<file path="config.mk">
export PLATFORM = sky130hd
export DESIGN_NAME = io_pin_default_config
export DESIGN_NICKNAME = d
export VERILOG_FILES = /design/src/io_pin_pkg.sv /design/src/cfgmem_reader.sv /design/src/io_pin_default_config.sv
export SDC_FILE = /design/constraint.sdc
export NUM_CORES = 1
export LEC_CHECK = 0
export ABC_AREA = 1
export BUFFER_PORTS_ARGS = -buffer_cell sky130_fd_sc_hd__buf_2
export CORE_UTILIZATION = 50
export CTS_CLUSTER_DIAMETER = 60
export DETAILED_ROUTE_END_ITERATION = 8
export PLACE_DENSITY = 0.73
export SYNTH_ARGS = -nofsm -noshare
export SYNTH_HDL_FRONTEND = slang
export SYNTH_SLANG_ARGS = --single-unit
</file>
<file path="constraint.sdc">
create_clock -name clk_i -period 2.7 [get_ports clk_i]
set_input_delay 0.135 -clock clk_i [delete_from_list [all_inputs] [get_ports clk_i]]
set_output_delay 0.135 -clock clk_i [all_outputs]
set_load 0.02 [all_outputs]
</file>
<file path="src/io_pin_pkg.sv">
// constants, types and register map for the pin default and configuration block
package io_pin_pkg;
  localparam int unsigned CLK_MHZ       = 250;
  localparam int unsigned CFG_HALF_NS   = 500;
  localparam int unsigned CFG_HALF_CYC  = (CFG_HALF_NS * CLK_MHZ + 999) / 1000;
  localparam int unsigned CFG_CNT_W     = 8;
  localparam int unsigned CFG_WORDS     = 3;
  localparam int unsigned CFG_WORD_W    = 16;
  localparam int unsigned CFG_CMD_BITS  = 9;
  localparam int unsigned CFG_DATA_BITS = 17;
  localparam logic [2:0]  CFG_READ_OP   = 3'h6;
  localparam logic [15:0] CFG_BLANK     = 16'hffff;
  localparam int unsigned CFG_WAKE_WORD = 2;
  localparam int unsigned CFG_WAKE_BIT  = 8;
  localparam int unsigned FN_W          = 4;
  localparam int unsigned FN_PER_WORD   = 4;
  localparam int unsigned AUX_PINS      = 10;
  localparam int unsigned LOW_PINS      = 8;
  localparam int unsigned AUX_PD_PIN    = 7;
  localparam int unsigned PULLUP_KOHM   = 75;
  localparam logic [7:0]  LOW_OUT_MASK  = 8'h15;
  localparam int unsigned ADR_W         = 4;
  localparam logic [3:0]  ADDR_STATUS   = 4'h0;
  localparam logic [3:0]  ADDR_AUX_OUT  = 4'h4;
  localparam logic [3:0]  ADDR_AUX_IN   = 4'h8;
  localparam logic [3:0]  ADDR_LOW_IN   = 4'hc;
  localparam int unsigned ST_DONE_BIT   = 0;
  localparam int unsigned ST_PRES_BIT   = 1;
  localparam int unsigned ST_WAKE_BIT   = 2;
  localparam int unsigned ST_SUSP_BIT   = 3;
  localparam logic [9:0]  AUX_OUT_RST   = 10'h000;

  typedef enum logic [3:0] {
    FN_TRI_PU  = 4'h0,
    FN_TRI_PD  = 4'h1,
    FN_DRIVE0  = 4'h2,
    FN_DRIVE1  = 4'h3,
    FN_IO      = 4'h4,
    FN_TXDEN   = 4'h5,
    FN_SLEEP_N = 4'h6,
    FN_TXLED_N = 4'h7,
    FN_RXLED_N = 4'h8
  } aux_fn_t;

  typedef enum logic [2:0] {
    CS_IDLE = 3'h0,
    CS_CMD  = 3'h1,
    CS_DATA = 3'h2,
    CS_GAP  = 3'h3,
    CS_DONE = 3'h4
  } cfg_state_t;

  typedef struct packed {
    logic ri_n;
    logic dcd_n;
    logic dsr_n;
    logic cts_n;
    logic rxd;
  } modem_in_t;

  typedef struct packed {
    logic txd;
    logic rts_n;
    logic dtr_n;
    logic txden;
    logic tx_active;
    logic rx_active;
  } uart_out_t;

  typedef struct packed {
    logic out;
    logic oe;
    logic pu;
    logic pd;
  } pad_ctl_t;
endpackage : io_pin_pkg

</file>
<file path="src/cfgmem_reader.sv">
// serial configuration memory reader, fetches a fixed block of words after reset
`timescale 1ns/1ps
module cfgmem_reader (
  input  wire logic                                     clk_i,
  input  wire logic                                     rst_i,
  input  wire logic                                     io_sync_i,
  output logic                                          sel_o,
  output logic                                          sclk_o,
  output logic                                          io_o,
  output logic                                          io_oe_o,
  output logic                                          done_o,
  output logic [io_pin_pkg::CFG_WORDS-1:0][io_pin_pkg::CFG_WORD_W-1:0] words_o
);
  io_pin_pkg::cfg_state_t                 state_q;
  logic [io_pin_pkg::CFG_CNT_W-1:0]       cnt_q;
  logic [4:0]                             bit_q;
  logic [1:0]                             word_q;
  logic [io_pin_pkg::CFG_CMD_BITS-1:0]    cmd_q;
  logic [io_pin_pkg::CFG_WORD_W-1:0]      sh_q;

  wire logic tick     = (cnt_q == io_pin_pkg::CFG_CNT_W'(io_pin_pkg::CFG_HALF_CYC - 1));
  wire logic rising   = tick & ~sclk_o;
  wire logic falling  = tick & sclk_o;
  wire logic last_cmd = (bit_q == 5'(io_pin_pkg::CFG_CMD_BITS - 1));
  wire logic last_dat = (bit_q == 5'(io_pin_pkg::CFG_DATA_BITS - 1));
  wire logic last_wd  = (word_q == 2'(io_pin_pkg::CFG_WORDS - 1));
  wire logic [io_pin_pkg::CFG_CMD_BITS-1:0] cmd_w = {io_pin_pkg::CFG_READ_OP, 4'h0, word_q};

  // one word per select frame keeps the sequencer small at the cost of extra command bits
  always_ff @(posedge clk_i) begin
    if (rst_i) begin
      state_q <= io_pin_pkg::CS_IDLE;
      cnt_q   <= '0;
      bit_q   <= '0;
      word_q  <= '0;
      cmd_q   <= '0;
      sh_q    <= '0;
      sel_o   <= 1'b0;
      sclk_o  <= 1'b0;
      io_o    <= 1'b0;
      io_oe_o <= 1'b0;
      done_o  <= 1'b0;
      words_o <= '0;
    end else begin
      cnt_q <= (tick || state_q == io_pin_pkg::CS_IDLE) ? '0 : cnt_q + 1'b1;
      if (tick && (state_q == io_pin_pkg::CS_CMD || state_q == io_pin_pkg::CS_DATA)) begin
        sclk_o <= ~sclk_o;
      end
      unique case (state_q)
        io_pin_pkg::CS_IDLE: begin
          sel_o   <= 1'b1;
          io_oe_o <= 1'b1;
          io_o    <= cmd_w[io_pin_pkg::CFG_CMD_BITS-1];
          cmd_q   <= {cmd_w[io_pin_pkg::CFG_CMD_BITS-2:0], 1'b0};
          bit_q   <= '0;
          state_q <= io_pin_pkg::CS_CMD;
        end
        io_pin_pkg::CS_CMD: begin
          if (falling) begin
            bit_q <= last_cmd ? '0 : bit_q + 1'b1;
            io_o  <= last_cmd ? 1'b0 : cmd_q[io_pin_pkg::CFG_CMD_BITS-1];
            cmd_q <= {cmd_q[io_pin_pkg::CFG_CMD_BITS-2:0], 1'b0};
            if (last_cmd) begin
              io_oe_o <= 1'b0;
              state_q <= io_pin_pkg::CS_DATA;
            end
          end
        end
        io_pin_pkg::CS_DATA: begin
          if (rising) begin
            sh_q <= {sh_q[io_pin_pkg::CFG_WORD_W-2:0], io_sync_i};
          end
          if (falling) begin
            bit_q <= bit_q + 1'b1;
            if (last_dat) begin
              words_o[word_q] <= sh_q;
              sel_o           <= 1'b0;
              state_q         <= io_pin_pkg::CS_GAP;
            end
          end
        end
        io_pin_pkg::CS_GAP: begin
          if (tick) begin
            word_q  <= last_wd ? word_q : word_q + 1'b1;
            done_o  <= last_wd;
            state_q <= last_wd ? io_pin_pkg::CS_DONE : io_pin_pkg::CS_IDLE;
          end
        end
        io_pin_pkg::CS_DONE: begin
          sel_o <= 1'b0;
        end
        default: begin
          state_q <= io_pin_pkg::CS_IDLE;
        end
      endcase
    end
  end
endmodule : cfgmem_reader

</file>
<file path="src/io_pin_default_config.sv">
// mode independent pin control: reset pin, config memory pins, low and aux ports
//
// The Wishbone register port and the register addresses were decided locally.
`timescale 1ns/1ps
// Notes on behaviour
// - external reset pin is active low
// - config memory pins float while in reset
// - config memory clock driven once out of reset
// - low port defaults to uart pin map
// - ring indicate low in suspend requests resume
// - aux pin function comes from config memory
// - blank memory: aux pins other than bit 7 input with pull-up
// - blank memory: aux bit 7 pulls down
// - pull-up pins use weak internal pull-up
module io_pin_default_config (
  input  wire logic                               clk_i,
  input  wire logic                               rst_i,
  input  wire logic                               ext_reset_n_i,
  input  wire logic                               wb_cyc_i,
  input  wire logic                               wb_stb_i,
  input  wire logic                               wb_we_i,
  input  wire logic [io_pin_pkg::ADR_W-1:0]       wb_adr_i,
  input  wire logic [3:0]                         wb_sel_i,
  input  wire logic [31:0]                        wb_dat_i,
  output logic      [31:0]                        wb_dat_o,
  output logic                                    wb_ack_o,
  input  wire logic                               cfgmem_select_i,
  output logic                                    cfgmem_select_o,
  output logic                                    cfgmem_select_oe_o,
  output logic                                    cfgmem_clock_o,
  output logic                                    cfgmem_clock_oe_o,
  input  wire logic                               cfgmem_io_i,
  output logic                                    cfgmem_io_o,
  output logic                                    cfgmem_io_oe_o,
  input  wire logic [io_pin_pkg::LOW_PINS-1:0]    low_port_i,
  output logic      [io_pin_pkg::LOW_PINS-1:0]    low_port_o,
  output logic      [io_pin_pkg::LOW_PINS-1:0]    low_port_oe_o,
  input  wire logic [io_pin_pkg::AUX_PINS-1:0]    aux_port_i,
  output logic      [io_pin_pkg::AUX_PINS-1:0]    aux_port_o,
  output logic      [io_pin_pkg::AUX_PINS-1:0]    aux_port_oe_o,
  output logic      [io_pin_pkg::AUX_PINS-1:0]    aux_port_pu_o,
  output logic      [io_pin_pkg::AUX_PINS-1:0]    aux_port_pd_o,
  input  wire io_pin_pkg::uart_out_t              uart_i,
  output io_pin_pkg::modem_in_t                   modem_o,
  input  wire logic                               suspend_i,
  output logic                                    resume_o,
  output logic                                    cfg_done_o
);
  logic [1:0]                          rst_pin_q;
  logic [io_pin_pkg::LOW_PINS-1:0]     low_s1_q;
  logic [io_pin_pkg::LOW_PINS-1:0]     low_s2_q;
  logic [io_pin_pkg::AUX_PINS-1:0]     aux_s1_q;
  logic [io_pin_pkg::AUX_PINS-1:0]     aux_s2_q;
  logic [1:0]                          cio_q;
  logic [io_pin_pkg::AUX_PINS-1:0]     aux_out_q;
  logic                                wake_cond_q;
  logic                                rd_sel;
  logic                                rd_clk;
  logic                                rd_io;
  logic                                rd_io_oe;
  logic                                rd_done;
  logic [io_pin_pkg::CFG_WORDS-1:0][io_pin_pkg::CFG_WORD_W-1:0] rd_words;

  // the pin is sampled twice before use; a glitch shorter than a clock may be missed
  wire logic core_rst = rst_i | ~rst_pin_q[1];

  always_ff @(posedge clk_i) begin
    if (rst_i) begin
      rst_pin_q <= 2'h0;
    end else begin
      rst_pin_q <= {rst_pin_q[0], ext_reset_n_i};
    end
  end

  always_ff @(posedge clk_i) begin
    low_s1_q <= low_port_i;
    low_s2_q <= low_s1_q;
    aux_s1_q <= aux_port_i;
    aux_s2_q <= aux_s1_q;
    cio_q    <= {cio_q[0], cfgmem_io_i};
  end

  cfgmem_reader u_reader (
    .clk_i     (clk_i),
    .rst_i     (core_rst),
    .io_sync_i (cio_q[1]),
    .sel_o     (rd_sel),
    .sclk_o    (rd_clk),
    .io_o      (rd_io),
    .io_oe_o   (rd_io_oe),
    .done_o    (rd_done),
    .words_o   (rd_words)
  );

  // an erased or missing memory reads as all ones through its data pull-up
  wire logic cfg_present = rd_done & (rd_words[0] != io_pin_pkg::CFG_BLANK);
  wire logic wake_en     = cfg_present &
                           rd_words[io_pin_pkg::CFG_WAKE_WORD][io_pin_pkg::CFG_WAKE_BIT];
  wire logic wake_cond   = wake_en & suspend_i & ~low_s2_q[7];

  always_ff @(posedge clk_i) begin
    if (core_rst) begin
      cfgmem_select_o    <= 1'b0;
      cfgmem_select_oe_o <= 1'b0;
      cfgmem_clock_o     <= 1'b0;
      cfgmem_clock_oe_o  <= 1'b0;
      cfgmem_io_o        <= 1'b0;
      cfgmem_io_oe_o     <= 1'b0;
      cfg_done_o         <= 1'b0;
      wake_cond_q        <= 1'b0;
      resume_o           <= 1'b0;
    end else begin
      cfgmem_select_o    <= rd_sel;
      cfgmem_select_oe_o <= 1'b1;
      cfgmem_clock_o     <= rd_clk;
      cfgmem_clock_oe_o  <= 1'b1;
      cfgmem_io_o        <= rd_io;
      cfgmem_io_oe_o     <= rd_io_oe;
      cfg_done_o         <= rd_done;
      wake_cond_q        <= wake_cond;
      resume_o           <= wake_cond & ~wake_cond_q;
    end
  end

  // low port: fixed uart map, outputs on bits 0, 2 and 4
  always_ff @(posedge clk_i) begin
    if (core_rst) begin
      low_port_o    <= '0;
      low_port_oe_o <= '0;
      modem_o       <= '1;
    end else begin
      low_port_o    <= {3'h0, uart_i.dtr_n, 1'b0, uart_i.rts_n, 1'b0, uart_i.txd};
      low_port_oe_o <= io_pin_pkg::LOW_OUT_MASK;
      modem_o       <= {low_s2_q[7:5], low_s2_q[3], low_s2_q[1]};
    end
  end

  // aux port: per pin function, default pulls until the memory has been read
  genvar i;
  generate
    for (i = 0; i < io_pin_pkg::AUX_PINS; i++) begin : g_aux
      localparam int unsigned WD = i / io_pin_pkg::FN_PER_WORD;
      localparam int unsigned NB = (i % io_pin_pkg::FN_PER_WORD) * io_pin_pkg::FN_W;
      localparam logic        PD_PIN = (i == io_pin_pkg::AUX_PD_PIN);
      wire logic [3:0] fn_raw = rd_words[WD][NB +: io_pin_pkg::FN_W];
      wire logic [3:0] dflt   = PD_PIN ? 4'(io_pin_pkg::FN_TRI_PD)
                                       : 4'(io_pin_pkg::FN_TRI_PU);
      wire logic [3:0] fn     = cfg_present ? fn_raw : dflt;
      io_pin_pkg::pad_ctl_t pad;
      always_comb begin
        pad = '{out: 1'b0, oe: 1'b1, pu: 1'b0, pd: 1'b0};
        case (fn)
          io_pin_pkg::FN_TRI_PD:  pad = '{out: 1'b0, oe: 1'b0, pu: 1'b0, pd: 1'b1};
          io_pin_pkg::FN_DRIVE0:  pad.out = 1'b0;
          io_pin_pkg::FN_DRIVE1:  pad.out = 1'b1;
          io_pin_pkg::FN_IO:      pad.out = aux_out_q[i];
          io_pin_pkg::FN_TXDEN:   pad.out = uart_i.txden;
          io_pin_pkg::FN_SLEEP_N: pad.out = ~suspend_i;
          io_pin_pkg::FN_TXLED_N: pad.out = ~uart_i.tx_active;
          io_pin_pkg::FN_RXLED_N: pad.out = ~uart_i.rx_active;
          // unknown codes fall back to the safe weak pull-up input
          default: pad = '{out: 1'b0, oe: 1'b0, pu: 1'b1, pd: 1'b0};
        endcase
      end
      always_ff @(posedge clk_i) begin
        if (core_rst) begin
          aux_port_o[i]    <= 1'b0;
          aux_port_oe_o[i] <= 1'b0;
          aux_port_pu_o[i] <= ~PD_PIN;
          aux_port_pd_o[i] <= PD_PIN;
        end else begin
          aux_port_o[i]    <= pad.out;
          aux_port_oe_o[i] <= pad.oe;
          aux_port_pu_o[i] <= pad.pu;
          aux_port_pd_o[i] <= pad.pd;
        end
      end
    end
  endgenerate

  // wishbone slave, one wait state, unmapped reads return zero
  wire logic wb_req  = wb_cyc_i & wb_stb_i & ~wb_ack_o;
  wire logic hit_out = (wb_adr_i == io_pin_pkg::ADDR_AUX_OUT);
  wire logic [31:0] status_w = {28'h0, suspend_i, wake_en, cfg_present, rd_done};
  wire logic [31:0] rd_mux =
      (wb_adr_i == io_pin_pkg::ADDR_STATUS) ? status_w :
      hit_out                               ? {22'h0, aux_out_q} :
      (wb_adr_i == io_pin_pkg::ADDR_AUX_IN) ? {22'h0, aux_s2_q} :
      (wb_adr_i == io_pin_pkg::ADDR_LOW_IN) ? {24'h0, low_s2_q} : 32'h0;

  always_ff @(posedge clk_i) begin
    if (core_rst) begin
      wb_ack_o  <= 1'b0;
      wb_dat_o  <= '0;
      aux_out_q <= io_pin_pkg::AUX_OUT_RST;
    end else begin
      wb_ack_o <= wb_req;
      wb_dat_o <= (wb_req & ~wb_we_i) ? rd_mux : 32'h0;
      if (wb_req && wb_we_i && hit_out && wb_sel_i[0]) begin
        aux_out_q[7:0] <= wb_dat_i[7:0];
      end
      if (wb_req && wb_we_i && hit_out && wb_sel_i[1]) begin
        aux_out_q[9:8] <= wb_dat_i[9:8];
      end
    end
  end
endmodule : io_pin_default_config

</file>
==> results.md, run 1 <==
- Post-detail-place hpwl: 12.9 mm
- Syn_area_per_cell: 7.79 µm²
- Largest net degree at the start of global routing: 98
- Fin Setup TNS: 0 ns
- Grt ovf: 0
- Post-DP Area: 0.00899 mm²
- CTS tree: yes
- Area Overhead vs Synth: 21.1%
- First-pass GRT wire length: 32.1 mm
- PwrDens: 636 mW/mm²
- Fmax: 424 MHz
- Commonest cells post-synth: dfxtp_1, nand2_1, nor2_1
- Die span in y: 132 µm
- Layout fillers: 1,468
- Ys async rst share: 0%
- Worst min path class: input port to register
- Top cell type's share of synthesized area: 48.8%
- Dominant synthesized flop cell: dfxtp_1
- Flops & latches, synth: 205
- Most common cell in the netlist: dfxtp_1
- Max VDD drop: ~500 µV
- Crit path required time: 3.13 ns
- Period Utilization, post-route: between 80% and 90%
- Crit end category: register
- Setup crit start kind: input port
- Max_cap viols: 0
- Initial DRC count: 393
- Vias: 7,412
- Cell Area, Synth: 0.00841 mm²
- RSZ-0062 raised after global routing: false
- Routability congestion estimate: 0.840
- Root buffer cell: clkbuf_16
- I/O Pins: 175
- Core area: 0.0165 mm²
- Crit path max fanout: 11
- Storage cell area: 0.00410 mm²
- Worst Path Arrival: 2.79 ns
- Fin nets: 1,306
- Layout cell share with drive strength beyond 1: 18.3%
- Yosys warns: 0
- Count of input and output buffers: 117
- Fin crit period: 2.36 ns
- Postcts setup bufs: 0
- Worst Clk Skew: 0.0105 ns
- Via/cell ratio: 5.07
- Detail Route Antenna Nets: 0
- N_diodes: 0
- Gr usage total: 22.5%
- Leakage power total: 0.00422 µW
- Slew @ Worst Pin: 0.655 ns
- Top cells by area in the synthesized netlist: dfxtp_1, nand2_1, nor2_1
- Wire length per cell: 13.5 µm
- Status: completed
- WS Path Type: input port to register
- Register area share after synthesis: 48.8%
- Final hold vios: 0
- Final setup vio count: 0
- Slew Viols, Final: 0
- # clock sinks: 205
- Drt first pass iters: 5
- Cell Rows: 47
- Clk slew on worst S/H paths: 0.06 ns
- Final routed DRC violation total: 0
- Distinct cells, synth: just under 50
- Worst-skew pair later-pin latency: 0.50 ns
- Clock Path Buffers: 3
- Rel. slew slack: 56.1%
- Number of flops mapped to enable cells by yosys: 0
- Multi-input logic area: 0.00348 mm²
- Syn Inst Count: between 1,000 and 1,500
- Die Span X: 132 µm
- Initial antenna violation count: 0
- Number of CTS-inserted buffers: 22
- Final Cell Area: 0.0102 mm²
- Synth area leader: dfxtp_1
- Die area: 0.0173 mm²
- H-Tree Depth: 1
- Post-Route WL: 19.8 mm
- Initial Utilization: 50.9%
- Vias in the first global route: 6,561
[logic make-up (layout without fill, tap and decap cells)]
group,Yosys count,in the layout,synth area share (%)
AO/OA/AOI/OAI,206,206,13.6
XOR/XNOR,2,2,0.208
flip-flops,205,205,48.8
adder cells (fa/ha/maj),7,7,1.04
buffers and inverters,200,332,11.4
AND/OR/NAND/NOR,458,458,24.9
other,1,32,0.0446
[metrics by stage]
| step | util (%) | setup WS [ns] | instances | hold WS (ns) | power, µW |
|---|---|---|---|---|---|
| after floorplan | - | 1.05 | 1110 | 0.163 | 3280 |
| after global placement | 54.4 | 0.715 | 1382 | 0.238 | 3320 |
| after detailed placement | 54.4 | 0.648 | 1382 | 0.239 | 3320 |
| after CTS | 61.6 | 0.228 | 1462 | 0.00567 | 6510 |
| after global routing | 61.6 | 0.145 | 1462 | 0.0451 | 6680 |
| final | 61.6 | 0.342 | 1462 | 0.0237 | 6470 |
[worst paths after layout]
path	startpoint	endpoint	slack, ns	cells past startpoint
worst max-delay path	wb_adr_i[0]	aux_out_q[1]	0.34	13
worst min-delay path	wb_adr_i[1]	wb_dat_o[0]	0.02	4
worst max register to register	u_reader.cnt_q[0]	u_reader.words_o[16]	0.66	11
worst min register to register	low_s1_q[6]	low_s2_q[6]	0.32	0
[worst max-delay path, cell delays in order]
cell and delay [ns]:
dlygate4sd3_1 0.54, buf_2 0.12, nor2_2 0.13, dlygate4sd3_1 0.57, nand2_1 0.09, nor2_1 0.09, buf_4 0.19, inv_2 0.08
nor3_2 0.21, nand2_2 0.19, inv_1 0.25, nor2_1 0.06, nor2_1 0.11
[state kept, by name, summed over array words and instances, names as in the netlist, 10 cells and up]
signal	cells
aux_port_o	10
wb_dat_o	10
aux_s2_q	10
u_reader.words_o	41
aux_s1_q	10
aux_port_pd_o	10
aux_port_pu_o	10
aux_port_oe_o	10
u_reader.sh_q	16
aux_out_q	10
[cells in the final DEF, fill, tap and decap left out, drive strengths merged, types with 7 or more instances in the layout]
cell / instances
a21oi: 75
buf: 127
clkbuf: 26
conb: 32
dfxtp: 205
dlygate4sd3: 40
ha: 7
inv: 126
nand2: 163
nand3: 78
nand4: 14
nor2: 149
nor3: 30
nor4: 18
o21ai: 113
[cell type report]
cell class / instances / area share (%)
Clock buffer: 26 / 6.06
Clock inverter: 14 / 1.63
Inverter: 125 / 4.63
Multi-Input combinational cell: 705 / 34.1
Sequential cell: 205 / 40.3
Tap cell: 220 / 2.70
Timing Repair Buffer: 167 / 10.5
[power breakdown]
| group | internal, µW | switching (µW) | leakage (µW) |
|---|---|---|---|
| registers | 3060 | 11.5 | 0.00167 |
| logic | 87.8 | 141 | 0.00217 |
| clock network | 1930 | 1240 | 0.000377 |
[layer usage]
layer | GRT usage, % | vias up | wire (µm)
met2 | 39.2 | 211 | 9750
met5 | 0 | - | 0
li1 | - | 3773 | -
met3 | 3.01 | 36 | 997
met1 | 29.1 | 3392 | 8600
met4 | 6.27 | 0 | 440
[timing repair]
action | 4_1_cts | 5_1_grt
endpoints found under the hold margin | 37 | 0
resized for setup | 0 | 2
hold buffers | 40 | 0
setup endpoints to repair | 0 | 7
Note: power is estimated with default switching activity, not from simulation.
==> run 2, diff against run 1 <==
- CORE_UTILIZATION: 50 -> 43
- PLACE_DENSITY: 0.73 -> 0.64
==> results.md, run 2 (same netlist as run 1, synthesis figures left out) <==
- Layout cell share with drive strength beyond 1: 17.9%
- Max VDD drop: about 420 µV
- Most frequent cells in the layout: dfxtp_1, nand2_1, nor2_1
- Final routed DRC violation total: 0
- Top reg by flops: u_reader.words_o
- Worst Path Arrival: 2.90 ns
- Worst-skew pair later-pin latency: 0.51 ns
- N_diodes: 0
- Count of input and output buffers: between 100 and 150
- Fin nets: 1,305
- Root buffer cell: clkbuf_16
- Largest net degree at the start of global routing: 98
- Max_cap viols: 0
- Post-Route WL: 20.4 mm
- Number of CTS-inserted buffers: 22
- Hold slack: 0.00504 ns
- Via/cell ratio: 4.86
- Final Util: 54.3%
- Worst-path cell chain: dlygate4sd3_1, buf_2, nor2_2, dlygate4sd3_1, nand2_1, nor2_1, buf_4, inv_2, nor3_1, nand2_1, inv_1, nor2_1, nor2_1
- Die Span X: 142 µm
- Worst min path class: input port to register
- Cell mode on critical path: nor2_1
- Die span in y: 142 µm
- Max stage delay cell, worst path: dlygate4sd3_1
- Status: completed
- # clock sinks: ~210
- Crit path required time: 3.14 ns
- Fin crit period: 2.46 ns
- CTS tree: yes
- Clock Path Buffers: 3
- Rel. slew slack: 47.3%
- Final hold vios: 0
- Crit path max fanout: 11
- Slew Viols, Final: 0
- WS Path Type: input port to register
- Period Utilization, post-route: 91.0%
- Gr usage total: between 20% and 30%
- Final setup vio count: 0
- Fmax: 407 MHz
- Crit end category: register
- Fin Setup TNS: 0 ns
- Worst Clk Skew: 0.0153 ns
- First-pass GRT wire length: about 33 mm
- Setup crit start: wb_adr_i[0]
- RR Startpoint: u_reader.words_o[1]
- Clk slew on worst S/H paths: 0.06 ns
- RSZ-0062 raised after global routing: false
- Area Overhead vs Synth: 22.5%
- Layout fillers: 1,809
- H-Tree Depth: 1
- Core area: ~0.019 mm²
- Grt ovf: 0
- I/O Pins: around 180
- Routability congestion estimate: 0.804
- Post-detail-place hpwl: around 13 mm
- Max reg flops: 41
- Initial Utilization: 44.4%
- Initial antenna violation count: 0
- Initial DRC count: 440
- Vias in the first global route: 6,611
- Drt first pass iters: 5
- Top flop regs: u_reader.words_o (41), u_reader.sh_q (16)
- Setup crit start kind: input port
- Slew @ Worst Pin: between 0.7 and 0.8 ns
- Most common cell after layout, fill and taps aside: dfxtp_1
- Detail Route Antenna Nets: 0
- Leakage power total: 0.00424 µW
- Hold Crit Start: wb_adr_i[1]
- Worst reg2reg setup slack: between 0.4 and 0.5 ns
- PwrDens: 661 mW/mm²
- Crit path largest cell delay: ~0.57 ns
- Cell Rows: 50
- Wire length per cell: 13.6 µm
- Postcts setup bufs: 0
- Vias: 7,302
- Die area: 0.0201 mm²
[run 2: critical path, delay by kind of cell]
family        cells  cell delay [ns]
buf+inv           6             1.75
simple gates      7             1.00
[run 2: stage by stage]
| step | cell area [µm²] | setup slack, ns | std cells | power (µW) |
|---|---|---|---|---|
| CTS | 10300 | 0.282 | 1501 | 6860 |
| detailed placement | 9040 | 0.532 | 1421 | 3320 |
| global route | 10300 | 0.0123 | 1501 | 7010 |
| floorplan | 8530 | 1.05 | 1110 | 3280 |
| finish | 10300 | 0.243 | 1501 | 6810 |
| global placement | 9040 | 0.549 | 1421 | 3320 |
[run 2: layout make-up]
type / count / area (µm²) / area share [%]
multi-input combinational: 705 / 3470 / 33.7
tap: 260 / 325 / 3.16
clock inverter: 14 / 264 / 2.56
sequential: 205 / 4100 / 39.9
clock buffer: 26 / 597 / 5.80
inverter: 125 / 472 / 4.58
timing repair buffer: 166 / 1070 / 10.4
[run 2: path summary, 6_finish.rpt]
kind / cells after the start / end
max reg2reg: 13 / aux_port_pu_o[8]
min: 4 / wb_dat_o[0]
min reg2reg: 0 / aux_s2_q[8]
max: 13 / aux_out_q[2]
[run 2: per-layer routing]
metal	vias up	routed length, µm	global-route usage [%]
met5	-	0	0
met4	0	446	5.89
met3	33	1140	3.14
met2	218	9850	34.6
met1	3289	8970	26.1
li1	3762	-	-
[run 2: timing repair]
| action | CTS | global route |
|---|---|---|
| hold buffers | 40 | 0 |
| setup endpoints to repair | 0 | 0 |
| resized for setup | 0 | 0 |
| hold endpoints to repair | 38 | 0 |
[run 2: where the power goes]
group / internal, µW / total, µW / leakage, µW / switching, µW
combinational: 87.2 / 228 / 0.00217 / 140
sequential: 3060 / 3070 / 0.00167 / 11.2
clock: 2260 / 3510 / 0.000409 / 1250
